<file path="src/logic/hpm_map.vh">
// Address map, mode and edge codes, reset values and timing figures for the
// haptic playback mode controller.
// Assumes a 32-bit APB slave with word-aligned registers.
`ifndef HPM_MAP_VH
`define HPM_MAP_VH
`define HPM_OFF_CTRL      12'h000
`define HPM_OFF_LEVEL     12'h004
`define HPM_OFF_SEQ       12'h008
`define HPM_OFF_GPI       12'h00c
`define HPM_OFF_STATUS    12'h010
`define HPM_OFF_OUT       12'h014
`define HPM_CTRL_RESET    32'h00000000
`define HPM_GPI_RESET     32'h00000000
`define HPM_MODE_INACTIVE 3'h0
`define HPM_MODE_REG      3'h1
`define HPM_MODE_PWM      3'h2
`define HPM_MODE_RTRIG    3'h3
`define HPM_MODE_ETRIG    3'h4
`define HPM_EDGE_RISE     2'h0
`define HPM_EDGE_FALL     2'h1
`define HPM_EDGE_BOTH     2'h2
`define HPM_HALF_PER_NS   2000000
`define HPM_CLK_NS        4
`define HPM_FRAME_NS      4000000
`endif

</file>
<file path="src/logic/hpm_top.v">
// Playback mode control: mode select, level streaming from a register or a
// PWM pin, stored-sequence triggering by register or by GPI edges.
// Assumes an APB master on clk and asynchronous GPI/PWM pins.
// Function
// Mode zero idles in chosen standby state
// Modes one, two stream register or PWM
// Mode three register start, four adds edges
// Leave inactive only when faults cleared
// Fault stops playback, forces low-power idle
// Overdrive on: 0x00-0x7F scale nominal max
// Steady level scales nominal maximum
// Overdrive off: signed level scales absolute
// Negative level flips polarity or phase
// Braking stays usable without overdrive
// Sample level only at half periods
// Level writes lag one half period
// Zero level disables stage, re-enable later
// Duty scales nominal or signed absolute
// Output rate independent of PWM rate
// Rising-edge demodulator with minimum duty
// Index, repeats, start bit, done interrupt
// Replay bit repeats without going inactive
// Per-pin rising, falling or both edges
// Further event stops edge playback
// Alternate mode toggles index plus one
// Edge playback ends with interrupt, idle
// Completion enters idle or standby
// Pins pass two flip-flops first
`include "hpm_map.vh"
module hpm_top #(
  parameter HALF_CYC  = `HPM_HALF_PER_NS / `HPM_CLK_NS,
  parameter FRAME_CYC = `HPM_FRAME_NS / `HPM_CLK_NS,
  parameter PWM_W     = 24
) (
  input  wire        clk,
  input  wire        resetn,
  input  wire        psel,
  input  wire        penable,
  input  wire        pwrite,
  input  wire [11:0] paddr,
  input  wire [31:0] pwdata,
  output reg  [31:0] prdata,
  output reg         pready,
  output reg         pslverr,
  input  wire [2:0]  trigger_input,
  input  wire        fault_in,
  output reg  [8:0]  drive_level_r,
  output reg         drive_enable_r,
  output reg         drive_polarity_r,
  output reg         standby_r,
  output reg         seq_active_r,
  output reg  [7:0]  seq_index_r,
  output reg         interrupt_out_n
);
  localparam S_IDLE = 4'b0001;
  localparam S_STBY = 4'b0010;
  localparam S_STRM = 4'b0100;
  localparam S_SEQ  = 4'b1000;

  reg [31:0] ctrl_r, gpi_cfg_r;
  reg [7:0]  streamed_level_value, min_duty_threshold;
  reg [7:0]  selected_sequence_index;
  reg [3:0]  sequence_repeat_count;
  reg        sequence_replay_bit, sequence_finished_flag, fault_flag_r;
  reg [3:0]  state_r;
  reg [1:0]  sync_a_r [0:2];
  reg [2:0]  pin_r, pin_d_r;
  reg [2:0]  alt_phase_r;
  reg [PWM_W-1:0] per_cnt_r, hi_cnt_r, period_r, high_r;
  reg [7:0]  duty_r;
  reg [31:0] half_cnt_r, frame_cnt_r;
  reg [3:0]  loops_left_r;
  reg        edge_started_r, go_r;
  reg [8:0]  target_r;
  integer    i;

  wire [2:0] mode   = ctrl_r[2:0];
  wire       stby_en = ctrl_r[4];
  wire       od_en  = ctrl_r[5];
  wire       apb_wr = psel & penable & pwrite & pready;
  wire       half_tick = (half_cnt_r == 32'h0);

  // Edge event per pin, chosen by that pin's two-bit select field.
  function ev_of;
    input [1:0] sel;
    input       cur;
    input       prv;
    begin
      case (sel)
        `HPM_EDGE_RISE: ev_of = cur & ~prv;
        `HPM_EDGE_FALL: ev_of = ~cur & prv;
        `HPM_EDGE_BOTH: ev_of = cur ^ prv;
        default:        ev_of = 1'b0;
      endcase
    end
  endfunction

  // Edge select per pin.
  wire [2:0] pin_ev;
  assign pin_ev[0] = ev_of(gpi_cfg_r[1:0],   pin_r[0], pin_d_r[0]);
  assign pin_ev[1] = ev_of(gpi_cfg_r[11:10], pin_r[1], pin_d_r[1]);
  assign pin_ev[2] = ev_of(gpi_cfg_r[21:20], pin_r[2], pin_d_r[2]);
  wire any_ev = |pin_ev & (mode == `HPM_MODE_ETRIG);

  // Two-stage pin synchroniser; only the second stage is read.
  always @(posedge clk or negedge resetn) begin
    if (!resetn) begin
      for (i = 0; i < 3; i = i + 1)
        sync_a_r[i] <= 2'b00;
      pin_r   <= 3'b000;
      pin_d_r <= 3'b000;
    end else begin
      for (i = 0; i < 3; i = i + 1)
        sync_a_r[i] <= {sync_a_r[i][0], trigger_input[i]};
      pin_r   <= {sync_a_r[2][1], sync_a_r[1][1], sync_a_r[0][1]};
      pin_d_r <= pin_r;
    end
  end

  // Duty measured rising edge to rising edge on pin zero.
  // The period only feeds the ratio, never the output rate.
  wire pwm_rise = pin_r[0] & ~pin_d_r[0];
  always @(posedge clk or negedge resetn) begin
    if (!resetn) begin
      per_cnt_r <= {PWM_W{1'b0}};
      hi_cnt_r  <= {PWM_W{1'b0}};
      period_r  <= {PWM_W{1'b0}};
      high_r    <= {PWM_W{1'b0}};
    end else if (pwm_rise) begin
      period_r  <= per_cnt_r;
      high_r    <= hi_cnt_r;
      per_cnt_r <= {{(PWM_W-1){1'b0}}, 1'b1};
      hi_cnt_r  <= {{(PWM_W-1){1'b0}}, 1'b1};
    end else begin
      if (~&per_cnt_r)
        per_cnt_r <= per_cnt_r + 1'b1;
      if (pin_r[0] && ~&hi_cnt_r)
        hi_cnt_r <= hi_cnt_r + 1'b1;
    end
  end

  // Duty in 256ths so that half duty lands on 128, the signed zero.
  // A serial divide would save area; the ratio changes slowly.
  wire [PWM_W+7:0] duty_w = (period_r == {PWM_W{1'b0}}) ? {(PWM_W+8){1'b0}}
                          : {high_r, 8'h00} / period_r;
  always @(posedge clk or negedge resetn) begin
    if (!resetn)
      duty_r <= 8'h00;
    else
      duty_r <= (|duty_w[PWM_W+7:8]) ? 8'hff : duty_w[7:0];
  end

  // Requested level: nine-bit signed, full scale 127 toward the stage.
  // Interpretation depends on the overdrive bit.
  reg [8:0] req_lvl;
  always @* begin
    req_lvl = 9'h000;
    if (mode == `HPM_MODE_REG) begin
      if (od_en)
        req_lvl = streamed_level_value[7] ? 9'h000
                : {2'b00, streamed_level_value[6:0]};
      else
        req_lvl = {streamed_level_value[7], streamed_level_value};
    end else if (mode == `HPM_MODE_PWM) begin
      if (duty_r < min_duty_threshold)
        req_lvl = 9'h000;
      else if (od_en)
        req_lvl = {2'b00, duty_r[7:1]};
      else
        req_lvl = {1'b0, duty_r} - 9'h080;
    end
  end

  // Register bus: zero-wait writes and reads; unmapped reads and writes give error.
  always @(posedge clk or negedge resetn) begin
    if (!resetn) begin
      ctrl_r    <= `HPM_CTRL_RESET;
      gpi_cfg_r <= `HPM_GPI_RESET;
      streamed_level_value    <= 8'h00;
      min_duty_threshold      <= 8'h00;
      selected_sequence_index <= 8'h00;
      sequence_repeat_count   <= 4'h0;
      sequence_replay_bit     <= 1'b0;
      go_r    <= 1'b0;
      pready  <= 1'b0;
      pslverr <= 1'b0;
      prdata  <= 32'h0;
    end else begin
      go_r    <= 1'b0;
      pready  <= psel & ~penable;
      pslverr <= 1'b0;
      if (psel && !penable) begin
        prdata <= 32'h0;
        case (paddr)
          `HPM_OFF_CTRL:   prdata <= ctrl_r;
          `HPM_OFF_LEVEL:  prdata <= {16'h0, min_duty_threshold,
                                      streamed_level_value};
          `HPM_OFF_SEQ:    prdata <= {18'h0, sequence_replay_bit, 1'b0,
                                      sequence_repeat_count,
                                      selected_sequence_index};
          `HPM_OFF_GPI:    prdata <= gpi_cfg_r;
          `HPM_OFF_STATUS: prdata <= {26'h0, state_r, fault_flag_r,
                                      sequence_finished_flag};
          `HPM_OFF_OUT:    prdata <= {21'h0, drive_polarity_r,
                                      drive_enable_r, drive_level_r};
          default:         pslverr <= 1'b1;
        endcase
        if (paddr > `HPM_OFF_OUT || paddr[1:0] != 2'b00)
          pslverr <= 1'b1;
      end
      if (apb_wr) begin
        case (paddr)
          `HPM_OFF_CTRL:  ctrl_r <= pwdata;
          `HPM_OFF_LEVEL: begin
            streamed_level_value <= pwdata[7:0];
            min_duty_threshold   <= pwdata[15:8];
          end
          `HPM_OFF_SEQ: begin
            selected_sequence_index <= pwdata[7:0];
            sequence_repeat_count   <= pwdata[11:8];
            // Writing one to the go bit starts a sequence.
            go_r                <= pwdata[12];
            sequence_replay_bit <= pwdata[13];
          end
          `HPM_OFF_GPI:   gpi_cfg_r <= pwdata;
          default:        ;
        endcase
      end
    end
  end

  // Sticky flags: hardware set wins over a write-one clear.
  wire clr_w = apb_wr && (paddr == `HPM_OFF_STATUS);
  wire seq_end = (state_r == S_SEQ) && (frame_cnt_r == 32'h1)
                 && (loops_left_r == 4'h0) && !sequence_replay_bit;
  wire stop_ev = (state_r == S_SEQ) && edge_started_r && any_ev;
  always @(posedge clk or negedge resetn) begin
    if (!resetn) begin
      sequence_finished_flag <= 1'b0;
      fault_flag_r <= 1'b0;
    end else begin
      sequence_finished_flag <= (seq_end | stop_ev) |
        (sequence_finished_flag & ~(clr_w & pwdata[0]));
      fault_flag_r <= fault_in | (fault_flag_r & ~(clr_w & pwdata[1]));
    end
  end

  // Start request from the bus or, in edge mode, from a pin.
  // Register start in modes three/four, pin edges in four only.
  wire bus_go  = go_r && (mode == `HPM_MODE_RTRIG ||
                          mode == `HPM_MODE_ETRIG);
  wire idle_st = (state_r == S_IDLE) || (state_r == S_STBY);
  wire stream  = (mode == `HPM_MODE_REG) || (mode == `HPM_MODE_PWM);
  reg [7:0] pin_idx;
  always @* begin
    pin_idx = gpi_cfg_r[9:2];
    if (pin_ev[1] && !pin_ev[0])
      pin_idx = gpi_cfg_r[19:12];
    else if (pin_ev[2] && !pin_ev[0] && !pin_ev[1])
      pin_idx = gpi_cfg_r[29:22];
  end
  wire [1:0] pin_no = pin_ev[0] ? 2'd0 : (pin_ev[1] ? 2'd1 : 2'd2);

  // Main playback state machine.
  always @(posedge clk or negedge resetn) begin
    if (!resetn) begin
      state_r        <= S_IDLE;
      frame_cnt_r    <= 32'h0;
      loops_left_r   <= 4'h0;
      edge_started_r <= 1'b0;
      seq_index_r    <= 8'h00;
      alt_phase_r    <= 3'b000;
      seq_active_r   <= 1'b0;
      standby_r      <= 1'b0;
    end else begin
      case (state_r)
        S_IDLE, S_STBY: begin
          // Wait in the state chosen by the standby bit.
          // A latched fault holds low-power idle until cleared.
          state_r <= (stby_en && !fault_flag_r) ? S_STBY : S_IDLE;
          // Faults must be cleared before leaving inactive.
          if (!fault_flag_r && !fault_in) begin
            if (stream)
              state_r <= S_STRM;
            else if (bus_go || (idle_st && any_ev)) begin
              state_r        <= S_SEQ;
              frame_cnt_r    <= FRAME_CYC;
              loops_left_r   <= sequence_repeat_count;
              edge_started_r <= !bus_go;
              seq_index_r    <= selected_sequence_index;
              if (!bus_go) begin
                // Alternate mode plays index plus one on even events.
                seq_index_r <= pin_idx +
                  {7'h0, alt_phase_r[pin_no] & gpi_cfg_r[10*pin_no+9]};
                if (gpi_cfg_r[10*pin_no+9])
                  alt_phase_r[pin_no] <= ~alt_phase_r[pin_no];
              end
            end
          end
        end
        S_STRM: begin
          // Stream while mode one or two is held.
          if (!stream)
            state_r <= stby_en ? S_STBY : S_IDLE;
        end
        S_SEQ: begin
          if (frame_cnt_r != 32'h0)
            frame_cnt_r <= frame_cnt_r - 32'h1;
          // A later pin event stops edge playback.
          if (stop_ev)
            state_r <= stby_en ? S_STBY : S_IDLE;
          else if (frame_cnt_r == 32'h1) begin
            if (loops_left_r != 4'h0) begin
              loops_left_r <= loops_left_r - 4'h1;
              frame_cnt_r  <= FRAME_CYC;
            end else if (sequence_replay_bit) begin
              // Replay without passing through inactive.
              loops_left_r <= sequence_repeat_count;
              frame_cnt_r  <= FRAME_CYC;
            end else
              // Completion goes to idle or standby.
              state_r <= stby_en ? S_STBY : S_IDLE;
          end
        end
        default: state_r <= S_IDLE;
      endcase
      // Any fault forces low-power idle regardless of standby.
      if (fault_in)
        state_r <= S_IDLE;
      seq_active_r <= (state_r == S_SEQ);
      standby_r    <= (state_r == S_STBY);
    end
  end

  // Half-period timebase, free of the input PWM rate.
  always @(posedge clk or negedge resetn) begin
    if (!resetn)
      half_cnt_r <= 32'h0;
    else if (half_tick)
      half_cnt_r <= HALF_CYC - 1;
    else
      half_cnt_r <= half_cnt_r - 32'h1;
  end

  // Level sampled only at half-period ticks.
  // Zero level disables the stage; re-enable waits a tick.
  // Sign becomes polarity; braking lives downstream.
  always @(posedge clk or negedge resetn) begin
    if (!resetn) begin
      target_r         <= 9'h000;
      drive_level_r    <= 9'h000;
      drive_enable_r   <= 1'b0;
      drive_polarity_r <= 1'b0;
      interrupt_out_n  <= 1'b1;
    end else begin
      if (half_tick) begin
        target_r         <= (state_r == S_STRM) ? req_lvl : 9'h000;
        drive_level_r    <= target_r[8] ? (9'h000 - target_r) : target_r;
        // Polarity is the sign itself, so the host can poll it.
        drive_polarity_r <= target_r[8];
        drive_enable_r   <= (target_r != 9'h000) || (state_r == S_SEQ);
      end
      if (fault_in || !(state_r == S_STRM || state_r == S_SEQ)) begin
        drive_enable_r <= 1'b0;
        drive_level_r  <= 9'h000;
      end
      // Interrupt low while the done flag stands.
      interrupt_out_n <= ~sequence_finished_flag;
    end
  end
endmodule

</file>
<file path="config.mk">
export PLATFORM = sky130hd
export DESIGN_NAME = hpm_top
export DESIGN_NICKNAME = d
export VERILOG_FILES = /design/src/logic/hpm_top.v
export VERILOG_INCLUDE_DIRS = /design/src /design/src/logic
export SDC_FILE = /design/constraint.sdc
export NUM_CORES = 2
export LEC_CHECK = 0
export ABC_AREA = 1
export BUFFER_PORTS_ARGS = -buffer_cell sky130_fd_sc_hd__buf_2
export CORE_ASPECT_RATIO = 1.25
export CORE_UTILIZATION = 30
export DETAILED_ROUTE_END_ITERATION = 16
export PLACE_DENSITY = 0.5
export SLEW_MARGIN = 20
export SYNTH_ARGS = -nofsm -noshare
export SYNTH_HDL_FRONTEND = slang
export SYNTH_SLANG_ARGS = --single-unit
</file>
<file path="constraint.sdc">
create_clock -name clk -period 82.9 [get_ports clk]
set_input_delay 8.29 -clock clk [delete_from_list [all_inputs] [get_ports clk]]
set_output_delay 8.29 -clock clk [all_outputs]
set_load 0.02 [all_outputs]
</file>
# Yosys cells after proc, flatten, opt, wreduce, memory -nomap -nowiden

Index checks and enable logic that the tools add are counted.

Equal/unequal tests: 31
Reductions and logical operators: 62
$lt $le $gt $ge: 5
Div/mod/pow operators: 1
Mux-type cells: 69
Add/subtract/negate cells: 9
Bitwise logic cells: 35
$mul: 1

Operators with widths:

| kind                    | number |
|---|---|
| $mux W32                | 10 |
| $pmux W32 S6            | 1 |
| $mux W24                | 4 |
| $mux W9                 | 9 |
| $mux W4                 | 16 |
| $pmux W32 S2            | 1 |
| $sub A32 B1 Y32 const B | 2 |
| $add A24 B1 Y24 const B | 2 |
| $reduce_and A24 Y1      | 2 |
| $div A32 B24 Y32        | 1 |
| $eq A32 B1 Y1 const B   | 1 |
| $logic_not A32 Y1       | 1 |
| $mux W8                 | 4 |
| $reduce_bool A32 Y1     | 1 |
| $eq A12 B4 Y1 const B   | 2 |
| $eq A12 B5 Y1 const B   | 2 |
| $logic_not A24 Y1       | 1 |
| $reduce_or A24 Y1       | 1 |
| $and A1 B1 Y1           | 16 |
| $logic_and A1 B1 Y1     | 16 |
| $not A1 Y1              | 13 |
| $eq A12 B3 Y1 const B   | 1 |
| $gt A12 B5 Y1 const B   | 1 |
| $logic_not A12 Y1       | 1 |
| other kinds (51)        | 104 |

Input bits: 53
Output and inout bits: 56
Register bits after elaboration: 353

# Depth between registers and ports, before layout

Depth after elaboration: 12
Depth in mapped cells: 578

# Worst setup path after synthesis

Ideal clock, no wire load.

Path type: register to register
From: reg period_r[0]
To: reg duty_r[0]
Cell stages (with the launch flop): 550
Period minus slack after synthesis: 68.078 ns
Buffers on the path: 35
Required time: 82.734 ns
Arrival time: 67.912 ns
Slack: 14.822 ns
Path through: dfrtp_1 -> inv_2 -> buf_4 -> ha_1 -> inv_1 -> nor2_1 -> nand2_1 -> nor2_1 -> nand2_1 -> nor2_1 -> nand2_1 -> nand2_1 -> nand2_1 -> nand2_1 -> inv_1 -> ha_1 -> nand2_1 -> inv_1 -> (+514 left out) -> nor2_2 -> nand3_2 -> buf_6 -> buf_6 -> buf_8 -> o21ai_2 -> inv_2 -> ha_1 -> a21oi_1 -> nor2_1 -> a211oi_1 -> o221ai_1 -> nor4_1 -> nand3_1 -> nor2_1 -> nand2_1 -> nor2_1 -> a21oi_1

Longest elaborated chain between the ends: 4
Elaborated cells on any way between the ends: 5

RTL lines:

| element                                                      | line                         | text |
|---|---|---|
| start: declaration                                           | hpm_top.v:69                 | `reg [PWM_W-1:0] per_cnt_r, hi_cnt_r, period_r, high_r;` |
| start signal: assignment                                     | hpm_top.v:127                | `period_r <= {PWM_W{1'b0}};` |
| start signal: assignment                                     | hpm_top.v:130                | `period_r <= per_cnt_r;` |
| $div A32 B24 Y32 / $logic_not A24 Y1 (equally long branches) | hpm_top.v:145, hpm_top.v:144 |  |
| $mux W32 *                                                   | hpm_top.v:144                | `wire [PWM_W+7:0] duty_w = (period_r == {PWM_W{1'b0}}) ? {(PWM_W+8){1'b0}}` |
| $reduce_or A24 Y1                                            | hpm_top.v:150                | `duty_r <= (\|duty_w[PWM_W+7:8]) ? 8'hff : duty_w[7:0];` |
| $mux W8 *                                                    | hpm_top.v:150                |  |
| end signal: assignment                                       | hpm_top.v:150                |  |
| end: declaration                                             | hpm_top.v:70                 | `reg [7:0] duty_r;` |

Every way passes the cells marked *; elsewhere a longest branch is shown, timed or not.
A chain may end at the register's enable or synchronous reset.

# Worst setup path after layout

Ends and elaborated chain as after synthesis.

==> results.yml <==
setup_path:
  critPathMostFrequentCell: "nand2_1"
  worstReg2RegStart: "period_r[0]"
  r2r-end: "duty_r[0]"
  worstPathRequired_ns: 83.35
  cpPeakStageDelay_ns: 0.56
  critPathLaunchType: "flop"
  r2r_slack_ns: 8.16
  setup.worst_path.class: "reg -> reg"
  critPathMaxFanout: 34
  cp_slowest_cell: "dfrtp_4"
  endpoint_kind: "flop"
  cp.arrival_ns: 75.19
  rr_worst_depth: 524
clock_network:
  cts_max_level: 2
  cts_buffers: 44
  cts.clk_slew.worst_paths_ns: 0.07
  ctsLongestPathBuffers: 3
  cts_sinks: 352
  cts_tree: "yes"
  clk-insertion-delay-late_ns: 0.60
  ctsHoldBuffers: 0
  cts_root_buf: "clkbuf_16"
min_path:
  hold_path_depth: 0
  hold_path.class: "reg -> reg"
  hp-start: "sync_a_r[4]"
  whs_endpoint: "sync_a_r[5]"
status:
  run_status: "complete, no violations"
job:
  maxCapViolations: 0
finish:
  area_growth_syn_to_layout_pct: 10.9
  drive_gt1_share_pct: 9.40
  diodes: 0
  fillCellCount: 15800
  nNetsFinal: 7266
  final_cell_area_sq_mm: 0.0485
die:
  ios: 109
  die-area_sq_mm: 0.147
  rows: 156
  die_x_um: 344
  chipHeight_um: 429
  initial_core_util_pct: 30.2
  core_sq_mm: 0.145
sta:
  hold_violations: 0
  fin_crit_ns: 74.74
  slew_headroom_pct: 25.2
  drv_slew: 0
  skew_ns: 0.0461
  fin_ws_ns: 8.16
  whs_ns: 0.347
  max_freq_ghz: 0.0134
  period_share_pct: 90.2
  worstMarginPinSlew_ns: 1.12
  setup_viol: 0
placed_design:
  gp_congestion: 0.905
  dp_hpwl_um: 115000
  placed_area_sq_mm: 0.0464
  place_ws_ns: 0.262
  port_buffers: 108
detailed_routing:
  drc: 0
  dr.pass1.iters: 5
  wl_per_cell_um: 17.2
  dr_total_vias: 43400
  drt-initial-drc-count: 2285
  ant_nets: 0
  wirelength_um: 149000
  viasPerCell: 5.03
global_route:
  grt_util_all_layers_pct: 19.5
  gr-total-overflow: 0
  antenna_found_initial: 2
  grt_pass1_vias: 41700
  grt_pass1_wl_um: 230000
  grt_max_degree: 151
yosys:
  ys_ff_latch: 352
  synth.avg_cell_area_sq_um: 6.62
  synth_edf_count: 0
  synthesis.instances: 6608
  ys.flop_type: "dfrtp_1"
  synth_nets: 7170
  synth_area_sq_mm: 0.0437
  seq_area_frac_synth_pct: 20.1
  async_flop_share_pct: 100
  synthDistinctLibCells: 87
  synth_warnings: 0
sequential cells by signal, summed over array words and instances (netlist names), 6 cells and up:
name                     count
ctrl_r                      32
drive_level_r                9
duty_r                       8
frame_cnt_r                 32
gpi_cfg_r                   32
half_cnt_r                  32
hi_cnt_r                    24
high_r                      24
min_duty_threshold           8
per_cnt_r                   24
period_r                    24
prdata                      32
selected_sequence_index      8
seq_index_r                  8
streamed_level_value         8
sync_a_r                     6
target_r                     8
area by class of cell:
| class | count | area, sq um | share of cell area, % |
|---|---|---|---|
| repair inverters | 5 | 27.5 | 0.0567 |
| clock buffers | 61 | 1240 | 2.57 |
| multi-input cells | 5165 | 31000 | 63.9 |
| well taps | 1896 | 2370 | 4.89 |
| repair buffers | 192 | 1200 | 2.48 |
| inverters | 944 | 3600 | 7.42 |
| flip-flops and latches | 352 | 8810 | 18.2 |
| clock inverters | 17 | 235 | 0.485 |
cells in the final DEF (no fill, tap or decap), types with 50 or more instances in the layout:
cell | Yosys | final
or2_2 | 50 | 50
ha_1 | 508 | 507
nor2_1 | 465 | 459
xor2_1 | 235 | 235
nor3_1 | 101 | 100
o21ai_0 | 590 | 567
a21oi_1 | 465 | 462
buf_4 | 13 | 80
xnor2_1 | 159 | 159
buf_2 | 7 | 107
inv_1 | 894 | 876
nand3_1 | 274 | 270
nand2_1 | 1607 | 1603
nand4_1 | 88 | 88
dfrtp_1 | 350 | 349
cells by family after synthesis:
kind of cell    share of synthesized area (%)
xor+xnor                                 7.89
flops                                    20.1
buf+inv                                  9.66
simple gates                             28.6
compound gates                           18.8
mux                                     0.343
fa+ha+maj                                14.6
through the flow:
step	util, %	instances	TNS [ns]
4_1_cts	33.1	8585	0
5_1_grt	33.5	8632	-0.000938
3_3_place_gp	32.1	8507	0
2_1_floorplan	-	6608	0
3_5_place_dp	32.1	8507	0
6_report	33.5	8632	0
cells in the mapped netlist, drive strengths merged (90+ instances only):
library cell,instances,area (sq um)
ha,508,6360
inv,935,3510
nor2,492,2030
nor3,103,532
clkbuf,118,443
nand3,326,1940
a21oi,495,2650
nand2,1669,6490
xor2,235,2060
o21ai,636,3260
nand4,90,584
xnor2,159,1390
dfrtp,350,8760
metal layers:
| layer | global-route usage [%] | share of wire (%) | wire (um) |
|---|---|---|---|
| met1 | 24.4 | 44 | 65700 |
| met2 | 35.4 | 49 | 73500 |
| met3 | 1.42 | 3.4 | 5030 |
| met4 | 5.70 | 3.1 | 4590 |
| met5 | 0 | 0.0087 | 13 |
worst max-delay path by stage:
stage	from	end	slack (ns)	depth (start not counted)
after global placement	period_r[21]	duty_r[0]	1.58	521
after floorplan	period_r[0]	duty_r[0]	14.82	549
after CTS	period_r[21]	duty_r[0]	0.39	512
after detailed placement	period_r[21]	duty_r[0]	0.26	512
after global routing	period_r[0]	duty_r[0]	-0.0009	522
final	period_r[0]	duty_r[0]	8.16	524
worst max-delay path, delay by kind of cell, from the launching register on:
| family | cells | cell delay, ns |
|---|---|---|
| flip-flops | 1 | 0.56 |
| adder cells (fa/ha/maj) | 32 | 10.68 |
| AO/OA/AOI/OAI | 157 | 25.84 |
| multiplexers | 1 | 0.34 |
| buffers and inverters | 77 | 8.08 |
| AND/OR/NAND/NOR | 257 | 28.76 |
repair_timing:
| item | in CTS | in global routing |
|---|---|---|
| pin swaps | 0 | 5 |
| endpoints found under the setup margin | 1 | 3 |
| resized for setup | 1 | 88 |
| gates cloned | 0 | 8 |
| setup buffers | 0 | 39 |
Power is not shown: default switching activity piles up to over one toggle a cycle in this logic, so the estimate is an artifact.
